File: config.mk
export PLATFORM = sky130hd
export DESIGN_NAME = cmcfg_regs
export DESIGN_NICKNAME = d
export VERILOG_FILES = /design/src/cmcfg_pkg.sv /design/src/cmcfg_regs.sv
export SDC_FILE = /design/constraint.sdc
export NUM_CORES = 1
export LEC_CHECK = 0
export BUFFER_PORTS_ARGS = -buffer_cell sky130_fd_sc_hd__buf_4
export CAP_MARGIN = 20
export CORE_MARGIN = 4
export CORE_UTILIZATION = 55
export DETAILED_ROUTE_END_ITERATION = 16
export PLACE_DENSITY = 0.87
export SKIP_LAST_GASP = 1
export SLEW_MARGIN = 0
export SYNTH_ARGS = -nofsm -noshare
export SYNTH_HDL_FRONTEND = slang
export SYNTH_SLANG_ARGS = --single-unit
File: constraint.sdc
create_clock -name ref_clk_in -period 5 [get_ports ref_clk_in]
set_clock_uncertainty 0.15 [all_clocks]
set_input_delay 0.5 -clock ref_clk_in [delete_from_list [all_inputs] [get_ports ref_clk_in]]
set_output_delay 0.5 -clock ref_clk_in [all_outputs]
set_load 0.01 [all_outputs]
File: src/cmcfg_pkg.sv
// Package with register map, field layout, reset values and timing for the clock/mode/watchdog register group
`default_nettype none
package cmcfg_pkg;
   // Register offsets
   localparam logic [7:0] ADDR_COMPAT   = 8'h04;
   localparam logic [7:0] ADDR_REFCLK   = 8'h05;
   localparam logic [7:0] ADDR_SENSOR_REF_CLOCK_OUT_L = 8'h06;
   localparam logic [7:0] ADDR_SENSOR_REF_CLOCK_OUT_H = 8'h07;
   localparam logic [7:0] ADDR_WDOG     = 8'h08;
   // Reset values (reserved bits included)
   localparam logic [7:0] RST_COMPAT    = 8'h00;
   localparam logic [7:0] RST_REFCLK    = 8'h03;
   localparam logic [7:0] RST_SENSOR_REF_CLOCK_OUT_L  = 8'h41;
   localparam logic [7:0] RST_SENSOR_REF_CLOCK_OUT_H  = 8'h28;
   localparam logic [7:0] RST_WDOG      = 8'hFE;
   // Field positions
   localparam int RAW10_BIT   = 2;
   localparam int RAW12_BIT   = 1;
   localparam int INHIBIT_BIT = 0;
   localparam int REFDIV_LSB  = 4;
   localparam int OSC_BIT     = 3;
   localparam int HSDIV_LSB   = 5;
   localparam int M_LSB       = 0;
   localparam int WD_LSB      = 1;
   localparam int WDOFF_BIT   = 0;
   // Operating mode code for the compatible parallel-video mode
   localparam logic [2:0] MODE_COMPAT_VIDEO = 3'h5;
   // Watchdog step time and its cycle count at the 10 MHz clock
   localparam int CLK_PERIOD_NS   = 100;
   localparam int WD_STEP_NS      = 2_000_000;
   localparam int WD_STEP_CYCLES  = WD_STEP_NS / CLK_PERIOD_NS;
   // Register access request
   typedef struct packed {
      logic       wr;
      logic       rd;
      logic [7:0] addr;
      logic [7:0] wdata;
   } cmcfg_reg_req_t;
   // Compatible sub-mode values offered by the control channel at lock
   typedef struct packed {
      logic raw10;
      logic raw12;
   } cmcfg_autoload_t;
endpackage
`default_nettype wire

File: src/cmcfg_regs.sv
// Clock, compatible-mode and control-channel watchdog configuration registers with their logic
`default_nettype none
module cmcfg_regs #(
   parameter int WD_STEP_CYC = cmcfg_pkg::WD_STEP_CYCLES
) (
   input  wire logic                        ref_clk_in,
   input  wire logic                        resetn_in,
   input  wire cmcfg_pkg::cmcfg_reg_req_t   reg_req_in,
   output logic [7:0]                       reg_rdata_out,
   output logic                             reg_rvalid_out,
   input  wire logic                        rx_lock_in,
   input  wire cmcfg_pkg::cmcfg_autoload_t  autoload_in,
   input  wire logic [2:0]                  mode_in,
   input  wire logic                        ext_clk_detected_in,
   input  wire logic                        external_ref_input_tick_in,
   input  wire logic                        fwd_rate_tick_in,
   input  wire logic                        cc_busy_in,
   output logic                             internal_ref_tick_out,
   output logic                             oscillator_freq_select_out,
   output logic                             use_internal_osc_out,
   output logic                             compat_video_active_out,
   output logic                             raw10_compat_active_out,
   output logic                             raw12_compat_active_out,
   output logic                             sensor_ref_clock_out,
   output logic                             cc_abort_out
);
   import cmcfg_pkg::*;

   typedef enum logic [2:0] {
      WD_IDLE  = 3'b001,
      WD_RUN   = 3'b010,
      WD_ABORT = 3'b100
   } cmcfg_wd_state_t;

   logic [7:0]      compat_q, refclk_q, clklo_q, clkhi_q, wdog_q;
   logic            lock_q;
   logic            lock_rise;
   logic            wr_compat;
   logic [2:0]      ref_cnt_q;
   logic [3:0]      ref_mask;
   logic [3:0]      hs_cnt_q;
   logic            hs_tick_q;
   logic [7:0]      acc_q;
   logic [7:0]      acc_d;
   logic [4:0]      m_eff;
   logic [8:0]      acc_sum;
   logic [31:0]     step_cnt_q;
   logic            step_tick;
   logic [6:0]      unit_cnt_q;
   logic            wd_off;
   cmcfg_wd_state_t wd_state_q;

   // Divide code to a mask of low counter bits that must all be one
   function automatic logic [3:0] div_mask(input logic [2:0] code);
      unique case (code)
         3'h0:    div_mask = 4'h0;
         3'h1:    div_mask = 4'h1;
         3'h2:    div_mask = 4'h3;
         3'h3:    div_mask = 4'h7;
         default: div_mask = 4'hF;
      endcase
   endfunction

   assign wr_compat = reg_req_in.wr && (reg_req_in.addr == ADDR_COMPAT);
   assign lock_rise = rx_lock_in && !lock_q;
   assign wd_off    = wdog_q[WDOFF_BIT];

   // Lock edge detector; the lock level is already synchronous
   always_ff @(posedge ref_clk_in or negedge resetn_in) begin
      if (!resetn_in) begin
         lock_q <= 1'b0;
      end else begin
         lock_q <= rx_lock_in;
      end
   end

   // Compatible mode register; a software write in the lock-edge cycle wins
   always_ff @(posedge ref_clk_in or negedge resetn_in) begin
      if (!resetn_in) begin
         compat_q <= RST_COMPAT;
      end else if (wr_compat) begin
         compat_q <= reg_req_in.wdata;
      end else if (lock_rise && !compat_q[INHIBIT_BIT]) begin
         compat_q[RAW10_BIT] <= autoload_in.raw10;
         compat_q[RAW12_BIT] <= autoload_in.raw12;
      end
   end

   // Remaining configuration registers, all bits plain read/write
   always_ff @(posedge ref_clk_in or negedge resetn_in) begin
      if (!resetn_in) begin
         refclk_q <= RST_REFCLK;
         clklo_q  <= RST_SENSOR_REF_CLOCK_OUT_L;
         clkhi_q  <= RST_SENSOR_REF_CLOCK_OUT_H;
         wdog_q   <= RST_WDOG;
      end else if (reg_req_in.wr) begin
         if (reg_req_in.addr == ADDR_REFCLK) refclk_q <= reg_req_in.wdata;
         if (reg_req_in.addr == ADDR_SENSOR_REF_CLOCK_OUT_L) clklo_q <= reg_req_in.wdata;
         if (reg_req_in.addr == ADDR_SENSOR_REF_CLOCK_OUT_H) clkhi_q <= reg_req_in.wdata;
         if (reg_req_in.addr == ADDR_WDOG) wdog_q <= reg_req_in.wdata;
      end
   end

   // Read data one cycle after the request; unmapped offsets read zero
   always_ff @(posedge ref_clk_in or negedge resetn_in) begin
      if (!resetn_in) begin
         reg_rdata_out  <= 8'h00;
         reg_rvalid_out <= 1'b0;
      end else begin
         reg_rvalid_out <= reg_req_in.rd;
         if (reg_req_in.rd) begin
            unique case (reg_req_in.addr)
               ADDR_COMPAT:   reg_rdata_out <= compat_q;
               ADDR_REFCLK:   reg_rdata_out <= refclk_q;
               ADDR_SENSOR_REF_CLOCK_OUT_L: reg_rdata_out <= clklo_q;
               ADDR_SENSOR_REF_CLOCK_OUT_H: reg_rdata_out <= clkhi_q;
               ADDR_WDOG:     reg_rdata_out <= wdog_q;
               default:       reg_rdata_out <= 8'h00;
            endcase
         end
      end
   end

   // Mode decode and reference source selection
   always_ff @(posedge ref_clk_in or negedge resetn_in) begin
      if (!resetn_in) begin
         compat_video_active_out    <= 1'b0;
         raw10_compat_active_out    <= 1'b0;
         raw12_compat_active_out    <= 1'b0;
         oscillator_freq_select_out <= 1'b0;
         use_internal_osc_out       <= 1'b0;
      end else begin
         compat_video_active_out    <= (mode_in == MODE_COMPAT_VIDEO);
         raw10_compat_active_out    <= (mode_in == MODE_COMPAT_VIDEO) && compat_q[RAW10_BIT];
         raw12_compat_active_out    <= (mode_in == MODE_COMPAT_VIDEO) && compat_q[RAW12_BIT];
         oscillator_freq_select_out <= refclk_q[OSC_BIT];
         use_internal_osc_out       <= !ext_clk_detected_in;
      end
   end

   // Mask of the selected code; reserved codes are caught by the top code bit before it is used
   assign ref_mask = div_mask(refclk_q[REFDIV_LSB +: 3]);

   // External reference divider; reserved codes fall back to divide by one
   always_ff @(posedge ref_clk_in or negedge resetn_in) begin
      if (!resetn_in) begin
         ref_cnt_q             <= 3'h0;
         internal_ref_tick_out <= 1'b0;
      end else begin
         internal_ref_tick_out <= 1'b0;
         if (external_ref_input_tick_in) begin
            ref_cnt_q <= ref_cnt_q + 3'h1;
            if (refclk_q[REFDIV_LSB+2]) begin
               internal_ref_tick_out <= 1'b1;
            end else begin
               internal_ref_tick_out <= ((ref_cnt_q & ref_mask[2:0]) == ref_mask[2:0]);
            end
         end
      end
   end

   // High-speed predivider ahead of the M/N stage; codes 4 and above act as 16
   always_ff @(posedge ref_clk_in or negedge resetn_in) begin
      if (!resetn_in) begin
         hs_cnt_q  <= 4'h0;
         hs_tick_q <= 1'b0;
      end else begin
         hs_tick_q <= 1'b0;
         if (fwd_rate_tick_in) begin
            hs_cnt_q  <= hs_cnt_q + 4'h1;
            hs_tick_q <= ((hs_cnt_q & div_mask(clklo_q[HSDIV_LSB +: 3]))
                          == div_mask(clklo_q[HSDIV_LSB +: 3]));
         end
      end
   end

   // M/N phase accumulator; N of zero freezes the accumulator and holds the output low rather than divide by zero
   always_comb begin
      m_eff   = (clklo_q[M_LSB +: 5] == 5'h00) ? 5'h01 : clklo_q[M_LSB +: 5];
      acc_sum = {1'b0, acc_q} + {4'h0, m_eff};
      acc_d   = acc_q;
      if (hs_tick_q && (clkhi_q != 8'h00)) begin
         acc_d = (acc_sum >= {1'b0, clkhi_q}) ? 8'(acc_sum - {1'b0, clkhi_q}) : acc_sum[7:0];
      end
   end

   // Output clock is high for the upper half of each accumulator turn
   always_ff @(posedge ref_clk_in or negedge resetn_in) begin
      if (!resetn_in) begin
         acc_q                <= 8'h00;
         sensor_ref_clock_out <= 1'b0;
      end else begin
         acc_q                <= acc_d;
         sensor_ref_clock_out <= (acc_d >= {1'b0, clkhi_q[7:1]}) && (clkhi_q != 8'h00);
      end
   end

   // Step counter making one 2 ms tick while a transaction runs
   assign step_tick = (wd_state_q == WD_RUN) && (step_cnt_q == 32'(WD_STEP_CYC - 1));
   always_ff @(posedge ref_clk_in or negedge resetn_in) begin
      if (!resetn_in) begin
         step_cnt_q <= 32'h0000_0000;
         unit_cnt_q <= 7'h00;
      end else if (wd_state_q != WD_RUN) begin
         step_cnt_q <= 32'h0000_0000;
         unit_cnt_q <= 7'h00;
      end else if (step_tick) begin
         step_cnt_q <= 32'h0000_0000;
         if (unit_cnt_q != 7'h7F) unit_cnt_q <= unit_cnt_q + 7'h01;
      end else begin
         step_cnt_q <= step_cnt_q + 32'h0000_0001;
      end
   end

   // Watchdog state; a zero timeout aborts at the first step
   always_ff @(posedge ref_clk_in or negedge resetn_in) begin
      if (!resetn_in) begin
         wd_state_q   <= WD_IDLE;
         cc_abort_out <= 1'b0;
      end else begin
         cc_abort_out <= 1'b0;
         unique case (wd_state_q)
            WD_IDLE: begin
               if (cc_busy_in && !wd_off) wd_state_q <= WD_RUN;
            end
            WD_RUN: begin
               if (!cc_busy_in || wd_off) begin
                  wd_state_q <= WD_IDLE;
               end else if (step_tick && ((unit_cnt_q + 7'h01) >= wdog_q[WD_LSB +: 7])) begin
                  wd_state_q   <= WD_ABORT;
                  cc_abort_out <= 1'b1;
               end
            end
            WD_ABORT: begin
               if (!cc_busy_in) wd_state_q <= WD_IDLE;
            end
         endcase
      end
   end

   // Checks
   autoload_raw10_a: assert property (@(posedge ref_clk_in) disable iff (!resetn_in)
      (lock_rise && !compat_q[INHIBIT_BIT] && !wr_compat) |=> compat_q[RAW10_BIT] == $past(autoload_in.raw10))
      else $error("raw-10 bit not loaded at lock");
   autoload_raw12_a: assert property (@(posedge ref_clk_in) disable iff (!resetn_in)
      (lock_rise && !compat_q[INHIBIT_BIT] && !wr_compat) |=> compat_q[RAW12_BIT] == $past(autoload_in.raw12))
      else $error("raw-12 bit not loaded at lock");
   inhibit_hold_a: assert property (@(posedge ref_clk_in) disable iff (!resetn_in)
      (compat_q[INHIBIT_BIT] && !wr_compat) |=> $stable(compat_q))
      else $error("compatible bits changed while inhibited");
   lock_level_a: assert property (@(posedge ref_clk_in) disable iff (!resetn_in)
      (lock_q && rx_lock_in && !wr_compat) |=> $stable(compat_q))
      else $error("compatible bits changed with lock held");
   ref_div1_a: assert property (@(posedge ref_clk_in) disable iff (!resetn_in)
      (external_ref_input_tick_in && refclk_q[6:4] == 3'h0) |=> internal_ref_tick_out)
      else $error("divide by one missed a reference tick");
   ref_div8_a: assert property (@(posedge ref_clk_in) disable iff (!resetn_in)
      (internal_ref_tick_out && $past(refclk_q[6:4]) == 3'h3) |-> $past(ref_cnt_q) == 3'h7)
      else $error("divide by eight ticked early");
   hs_div_a: assert property (@(posedge ref_clk_in) disable iff (!resetn_in)
      hs_tick_q |-> $past(fwd_rate_tick_in) && (($past(hs_cnt_q) & div_mask($past(clklo_q[7:5])))
                                                == div_mask($past(clklo_q[7:5]))))
      else $error("predivider ticked off count");
   m_zero_a: assert property (@(posedge ref_clk_in) disable iff (!resetn_in)
      (hs_tick_q && clklo_q[4:0] == 5'h00 && clkhi_q > 8'h01 && acc_q < clkhi_q - 8'h01) |=> acc_q == $past(acc_q) + 8'h01)
      else $error("zero M not used as one");
   osc_source_a: assert property (@(posedge ref_clk_in) disable iff (!resetn_in)
      !ext_clk_detected_in |=> use_internal_osc_out && oscillator_freq_select_out == $past(refclk_q[3]))
      else $error("internal oscillator not selected");
   wd_abort_a: assert property (@(posedge ref_clk_in) disable iff (!resetn_in)
      cc_abort_out |-> $past(cc_busy_in) && !$past(wd_off) && $past(unit_cnt_q) + 7'h01 >= $past(wdog_q[7:1]))
      else $error("watchdog abort without timeout");
   wd_off_a: assert property (@(posedge ref_clk_in) disable iff (!resetn_in)
      wd_off |=> !cc_abort_out)
      else $error("disabled watchdog aborted");
   compat_mode_a: assert property (@(posedge ref_clk_in) disable iff (!resetn_in)
      $past(resetn_in) |-> compat_video_active_out == $past(mode_in == MODE_COMPAT_VIDEO))
      else $error("mode 101 decode wrong");
   reg_write_a: assert property (@(posedge ref_clk_in) disable iff (!resetn_in)
      (reg_req_in.wr && reg_req_in.addr == ADDR_REFCLK) |=> refclk_q == $past(reg_req_in.wdata))
      else $error("reference control write lost");
   abort_pulse_a: assert property (@(posedge ref_clk_in) disable iff (!resetn_in)
      cc_abort_out |=> !cc_abort_out)
      else $error("abort pulse longer than one cycle");
endmodule
`default_nettype wire

==> impl_metrics.csv, run 1 <==
group,metric,value,unit
floorplanning,die_w,117,µm
global_route,antenna_found_initial,0,
cells_and_area,layoutNonFillerInstCount,854,
cells_and_area,nets,761,
cts,cts_buffers,17,
floorplanning,start_util,56.8,%
routing,met2_length,8060,µm
global_route,track_usage,25.3,%
timing,max_slew.worst_pin.slew,0.974,ns
floorplanning,die_height,117,µm
place,dp_hpwl,11500,µm
logic_synthesis,netlist_area,6540,µm²
routing,vias,5443,
pwr,p_per_area,485,nW/µm²
logic_synthesis,synth_top_area_cell,"dfrtp_1",
global_route,grt_pass1_vias,5373,
logic_synthesis,synth_cell_types,70,
worst_setup_path,cp-end-kind,"flop",
timing,setup_viol,0,
pwr,p_seq_share,30.8,%
logic_synthesis,seq_area_frac_synth,44.7,%
cells_and_area,drive_gt1_share,25.2,%
hold_path,hp-class,"input port to flop",
timing,final-max-slew-violation-count,0,
cells_and_area,diodes,0,
timing,finalSetupTns,0,ns
logic_synthesis,synth_top_area_share,39.0,%
routing,drc,0,
global_route,gr-total-overflow,0,
pwr,p_leak,3.53,nW
worst_setup_path,cp_max_fo,6,
pwr,vdd_ir_drop_max,0.000265,V
routing,routed_via_density,6.37,
pwr,comb_power_share,36.8,%
worst_setup_path,cp-start-kind,"flop",
cts,clockBufferDepth,2,
logic_synthesis,synthMostInstantiatedCell,"dfrtp_1",
cells_and_area,syn_to_final_growth,18.5,%
timing,hold_viol,0,
logic_synthesis,async_flop_share,100,%
worst_setup_path,critPathArrivalTime,5.00,ns
cts,clock_sinks,116,
logic_synthesis,synth_edf_count,0,
timing,fin_crit,4.87,ns
routing,final_antenna_net_count,0,
logic_synthesis,syn-num-nets,700,
global_route,grt_pass1_wl,26700,µm
floorplanning,ios,47,
routing,top_layer,"met4",
global_route,grt_max_degree,74,
timing,maxSlewHeadroom,34.6,%
logic_synthesis,syn_inst,637,
routing,routed-wl-met3,1400,µm
routing,drt_iter0_drc,523,
place,place_congestion,0.942,
cts,cts-root-buf,"clkbuf_16",
cts,clk_pin_slew,0.05,ns
floorplanning,die_area,13700,µm²
pwr,power.switching,1.30,mW
routing,first_pass_iters,5,
place,dp.cells,811,
logic_synthesis,syn_area_per_cell,10.3,µm²
logic_synthesis,synth-seq-cells,116,
place,port_buffers,46,
routing,wirelength_met1,6980,µm
timing,fin_crit_sh,97.4,%
logic_synthesis,yosys-top-cells-area,"dfrtp_1, mux2_2, ha_1, dfstp_2, nor2_1",
worst_setup_path,crit_type,"flop to flop",
logic_synthesis,synth-main-ff-cell,"dfrtp_1",
cts,cts_tree,"built",
pwr,clkPwrFrac,32.4,%
logic_synthesis,synth.top_cells.by_count,"dfrtp_1, nor2_1, nand2_1, mux2_2, inv_1",
status,status,"finished, final reports clean",
timing,fmax,0.205,GHz
logic_synthesis,ys_warn_count,0,
pwr,switching_share,34.7,%
floorplanning,rows,39,
cts,h-tree-depth,4,
routing,drt_wl_total,16800,µm
cts,clock_latency,0.41,ns
worst_setup_path,crit_required,5.13,ns
flow_run,max_cap_viol_count,0,
routing,wl_per_cell,19.7,µm
floorplanning,core_area,11500,µm²
cts,cts_hold_buf,0,
pwr,p_int,2.45,mW
## stage by stage
step	worst slack (ns)	utilization (%)	hold WS, ns	instance area [µm²]	total power [mW]
global route	-0.101	67.3	0.0374	7750	3.96
finish	0.130	67.3	0.0523	7750	3.76
floorplan	0.336	-	0.0544	6540	2.03
detailed placement	0.0113	60.9	0.252	7010	2.36
CTS	0.0119	66.1	0.0430	7610	3.58
global placement	0.132	60.9	0.254	7010	2.34
## critical path: stages (launching register included)
cell and delay (ns):
dfrtp_1 0.43, o41ai_2 0.35, ha_2 0.23, inv_1 0.05
fa_2 0.36, nor2b_2 0.16, o21a_1 0.20, o21ai_2 0.09
xnor2_1 0.20, ha_2 0.34, a2111oi_4 0.36, a211oi_2 0.11
buf_4 0.15, o21a_4 0.13, or4_4 0.51, o221ai_2 0.09
ha_1 0.28, a221o_1 0.32, a31oi_1 0.13, o22ai_1 0.09
## layout by cell type, fill, tap and decap left out, types with 4 or more instances in the layout
cell type / Yosys / final
nor2_1: 71 / 71
dfrtp_1: 102 / 102
o31ai_1: 6 / 6
a41oi_1: 9 / 9
nor3_4: 4 / 4
and3_1: 15 / 15
a22oi_1: 9 / 9
and4_1: 6 / 6
buf_4: 0 / 62
clkbuf_8: 0 / 5
clkinv_2: 0 / 5
a31oi_1: 6 / 6
nor3_1: 6 / 6
o21a_1: 7 / 7
mux2_2: 40 / 40
ha_1: 31 / 29
xor2_1: 25 / 25
nand2_1: 45 / 45
a31o_2: 4 / 4
xnor2_1: 19 / 19
nor4_1: 5 / 5
a21oi_1: 25 / 24
o21ai_0: 14 / 13
nand4_1: 22 / 22
inv_1: 35 / 35
clkbuf_16: 0 / 17
dfstp_2: 14 / 14
nor2b_1: 6 / 5
or3_1: 5 / 5
nand3_1: 18 / 18
## metal layers
layer | up-vias | global-route usage (%)
li1 | 2448 | -
met1 | 2680 | 33.3
met2 | 273 | 39.8
met3 | 42 | 6.84
met4 | 0 | 10.1
met5 | - | 0
## registers in the layout, indices dropped and copies added (netlist names), 3 cells and up
name           flops
wdog_q             8
ref_cnt_q          3
clkhi_q            8
step_cnt_q        32
reg_rdata_out      8
compat_q           8
acc_q              8
refclk_q           8
wd_state_q         3
clklo_q            8
unit_cnt_q         7
hs_cnt_q           4
## layout make-up
type | count | area, µm²
clock inverter | 9 | 100
timing repair buffer | 63 | 480
tap | 143 | 179
fill | 824 | 3770
sequential | 116 | 2920
multi-input combinational | 465 | 3440
inverter | 35 | 131
clock buffer | 23 | 498
## worst paths after layout
path	from	end	slack [ns]	cells after the start
min	rx_lock_in	lock_q	0.05	1
max	clklo_q[4]	sensor_ref_clock_out	0.13	19
min in group asynchronous	resetn_in	compat_video_active_out	0.08	1
max in group asynchronous	resetn_in	wdog_q[4]	3.49	2
min reg2reg	refclk_q[3]	oscillator_freq_select_out	0.28	0
max reg2reg	clklo_q[4]	sensor_ref_clock_out	0.13	19
## cell families after synthesis
logic type | Yosys count | share of synthesized area (%)
AND/OR/NAND/NOR | 226 | 18.6
AO/OA/AOI/OAI | 117 | 13.1
flip-flops | 116 | 44.7
buffers and inverters | 56 | 3.48
multiplexers | 45 | 7.69
XOR/XNOR | 44 | 5.89
adder cells (fa/ha/maj) | 33 | 6.54
## power groups by stage
stage | clock network [mW] | registers [mW] | logic, mW
final | 1.22 | 1.16 | 1.38
after global routing | 1.27 | 1.17 | 1.52
after global placement | 0 | 1.16 | 1.17
after floorplan | 0 | 1.14 | 0.886
after detailed placement | 0 | 1.17 | 1.19
after CTS | 1.22 | 1.16 | 1.20
## what timing repair did
action | in CTS | in global routing
setup endpoints to repair | 1 | 1
cloned | 0 | 0
gates resized for setup | 1 | 12
hold endpoints to repair | 0 | 0
setup buffers | 0 | 10
pin swaps | 0 | 9
Note: power is estimated with default switching activity, not from simulation.
==> run 2: changes to the inputs <==
CORE_UTILIZATION = 35   (was 55)
PLACE_DENSITY = 0.63   (was 0.87)
clock period = 3.9 ns   (was 5 ns; I/O delays follow)
==> impl_metrics.csv, run 2 (same netlist as run 1, synthesis figures left out) <==
group,metric,value,unit
timing,maxSlewHeadroom,50.1,%
floorplanning,die_area,20900,µm²
pwr,total_power,5.00,mW
cts,clock_latency,0.41,ns
hold_path,whs_path_depth,2,
worst_setup_path,cp-start-kind,"flop",
cells_and_area,final_common_cell,"dfrtp_1",
floorplanning,rows,49,
place,dp_hpwl,11500,µm
status,violations,"setup timing",
cts,clock_sinks,116,
cts,cts_buffers,17,
pwr,p_leak,3.72,nW
cells_and_area,drive_gt1_share,29.0,%
worst_setup_path,crit_type,"flop to flop",
routing,drc,0,
cells_and_area,layout_common_cells,"dfrtp_1, buf_4, nor2_1",
timing,fin_crit_sh,119,%
pwr,vdd_ir_drop_max,0.000215,V
pwr,clkPwrFrac,31.6,%
worst_setup_path,cp_num_cells,19,
cells_and_area,diodes,0,
routing,vias,5142,
cts,clockBufferDepth,2,
cts,cts_tree,"built",
floorplanning,ios,47,
routing,drt_wl_total,15500,µm
cts,cts-root-buf,"clkbuf_16",
global_route,grt_pass1_vias,5159,
worst_setup_path,r2r_start,"clklo_q[4]",
worst_setup_path,cp_slowest_cell,"or4_4",
hold_path,hp-class,"input port to flop",
timing,fin_hold_ws,0.0335,ns
status,status,"complete, but fails checks",
worst_setup_path,cp-end-kind,"flop",
timing,fmax,0.215,GHz
flow_run,max_cap_viol_count,0,
place,pre_cts_ws,-0.762,ns
timing,hold_viol,0,
global_route,gr-total-overflow,0,
worst_setup_path,worst_r2r_path_depth,19,
timing,setup_viol,2,
hold_path,hold_end,"ref_cnt_q[0]",
cells_and_area,nets,797,
place,place_congestion,0.939,
floorplanning,die_height,145,µm
pwr,p_seq_share,29.6,%
timing,fin_crit,4.66,ns
routing,drt_iter0_drc,310,
pwr,comb_power_share,38.8,%
worst_setup_path,cp_max_fo,6,
global_route,antenna_found_initial,0,
worst_setup_path,rrSetupSlack,-0.76,ns
global_route,track_usage,15.7,%
pwr,p_int,3.32,mW
timing,rsz0062_at_grt,"yes",
cts,h-tree-depth,4,
cells_and_area,num-fill-cells,1704,
worst_setup_path,crit_required,4.05,ns
floorplanning,start_util,36.0,%
place,port_buffers,46,
cells_and_area,largest_reg_flops,32,
routing,routed_via_density,5.27,
pwr,switching_share,33.6,%
global_route,grt_pass1_wl,26000,µm
routing,wl_per_cell,15.9,µm
worst_setup_path,critical-path-max-stage-delay,0.44,ns
timing,max_slew.worst_pin.slew,0.748,ns
cts,clk_pin_slew,0.06,ns
worst_setup_path,reg2reg_to,"sensor_ref_clock_out",
routing,final_antenna_net_count,0,
worst_setup_path,critPathArrivalTime,4.80,ns
timing,worst_slack,-0.755,ns
worst_setup_path,crit_top_cell,"ha_2",
timing,final-max-slew-violation-count,0,
global_route,grt_max_degree,60,
worst_setup_path,critPathBufInv,2,
worst_setup_path,cp_top_family,"compound AO/OA/AOI/OAI gates",
pwr,p_per_area,609,nW/µm²
hold_path,min_from,"external_ref_input_tick_in",
cells_and_area,largest-register,"step_cnt_q",
worst_setup_path,crit_chain,"o41ai_2 -> ha_2 -> inv_2 -> fa_2 -> nor2b_2 -> o21a_1 -> o21ai_2 -> xnor2_1 -> ha_2 -> a2111oi_4 -> a211oi_4 -> buf_4 -> o21a_4 -> or4_4 -> o221ai_4 -> ha_4 -> a221o_1 -> a31oi_1 -> o22ai_1",
pwr,power.switching,1.68,mW
floorplanning,die_w,145,µm
floorplanning,core_area,18100,µm²
cells_and_area,syn_to_final_growth,25.5,%
routing,first_pass_iters,4,
-- run 2: layout make-up --
class                   instances  area (µm²)  area share, %
clock buffers                  22         474           5.78
clock inverters                10         129           1.57
inverters                      35         131           1.60
multi-input cells             465        3510           42.7
flip-flops and latches        116        2920           35.6
well taps                     229         287           3.49
repair buffers                 99         759           9.25
-- run 2: stage by stage --
stage | utilization (%) | std cells | instance area, µm² | TNS [ns]
2_1_floorplan | - | 637 | 6590 | -0.482
3_3_place_gp | 41.0 | 933 | 7440 | -0.709
3_5_place_dp | 41.0 | 933 | 7440 | -0.824
4_1_cts | 45.0 | 975 | 8160 | -0.882
5_1_grt | 45.2 | 976 | 8210 | -1.58
6_report | 45.2 | 976 | 8210 | -0.902
-- run 2: per-layer routing --
metal  up-vias  global-route usage (%)  routed length, µm
met2       113                    22.6               6720
met1      2487                    22.8               7620
met3        24                    3.94                846
li1       2518                       -                  -
met5         -                       0                  0
met4         0                    6.04                310
-- run 2: power groups by stage --
stage          clock network, mW  registers, mW  logic [mW]
4_1_cts                     1.61           1.48        1.86
3_3_place_gp                   0           1.50        1.76
6_report                    1.58           1.48        1.94
5_1_grt                     1.66           1.50        2.14
3_5_place_dp                   0           1.49        1.78
2_1_floorplan                  0           1.46        1.19
-- run 2: how the worst max path moves through the flow --
stage,startpoint,end
final,clklo_q[4],sensor_ref_clock_out
after global routing,clklo_q[4],sensor_ref_clock_out
after CTS,clklo_q[1],sensor_ref_clock_out
after detailed placement,clklo_q[4],sensor_ref_clock_out
after global placement,clklo_q[4],sensor_ref_clock_out
after floorplan,clklo_q[4],sensor_ref_clock_out
-- run 2: repair_timing --
item,4_1_cts,5_1_grt
pin swaps,10,9
buffers inserted,5,1
hold buffers,5,0
resized for setup,5,8
endpoints found under the setup margin,2,8
endpoints found under the hold margin,55,0
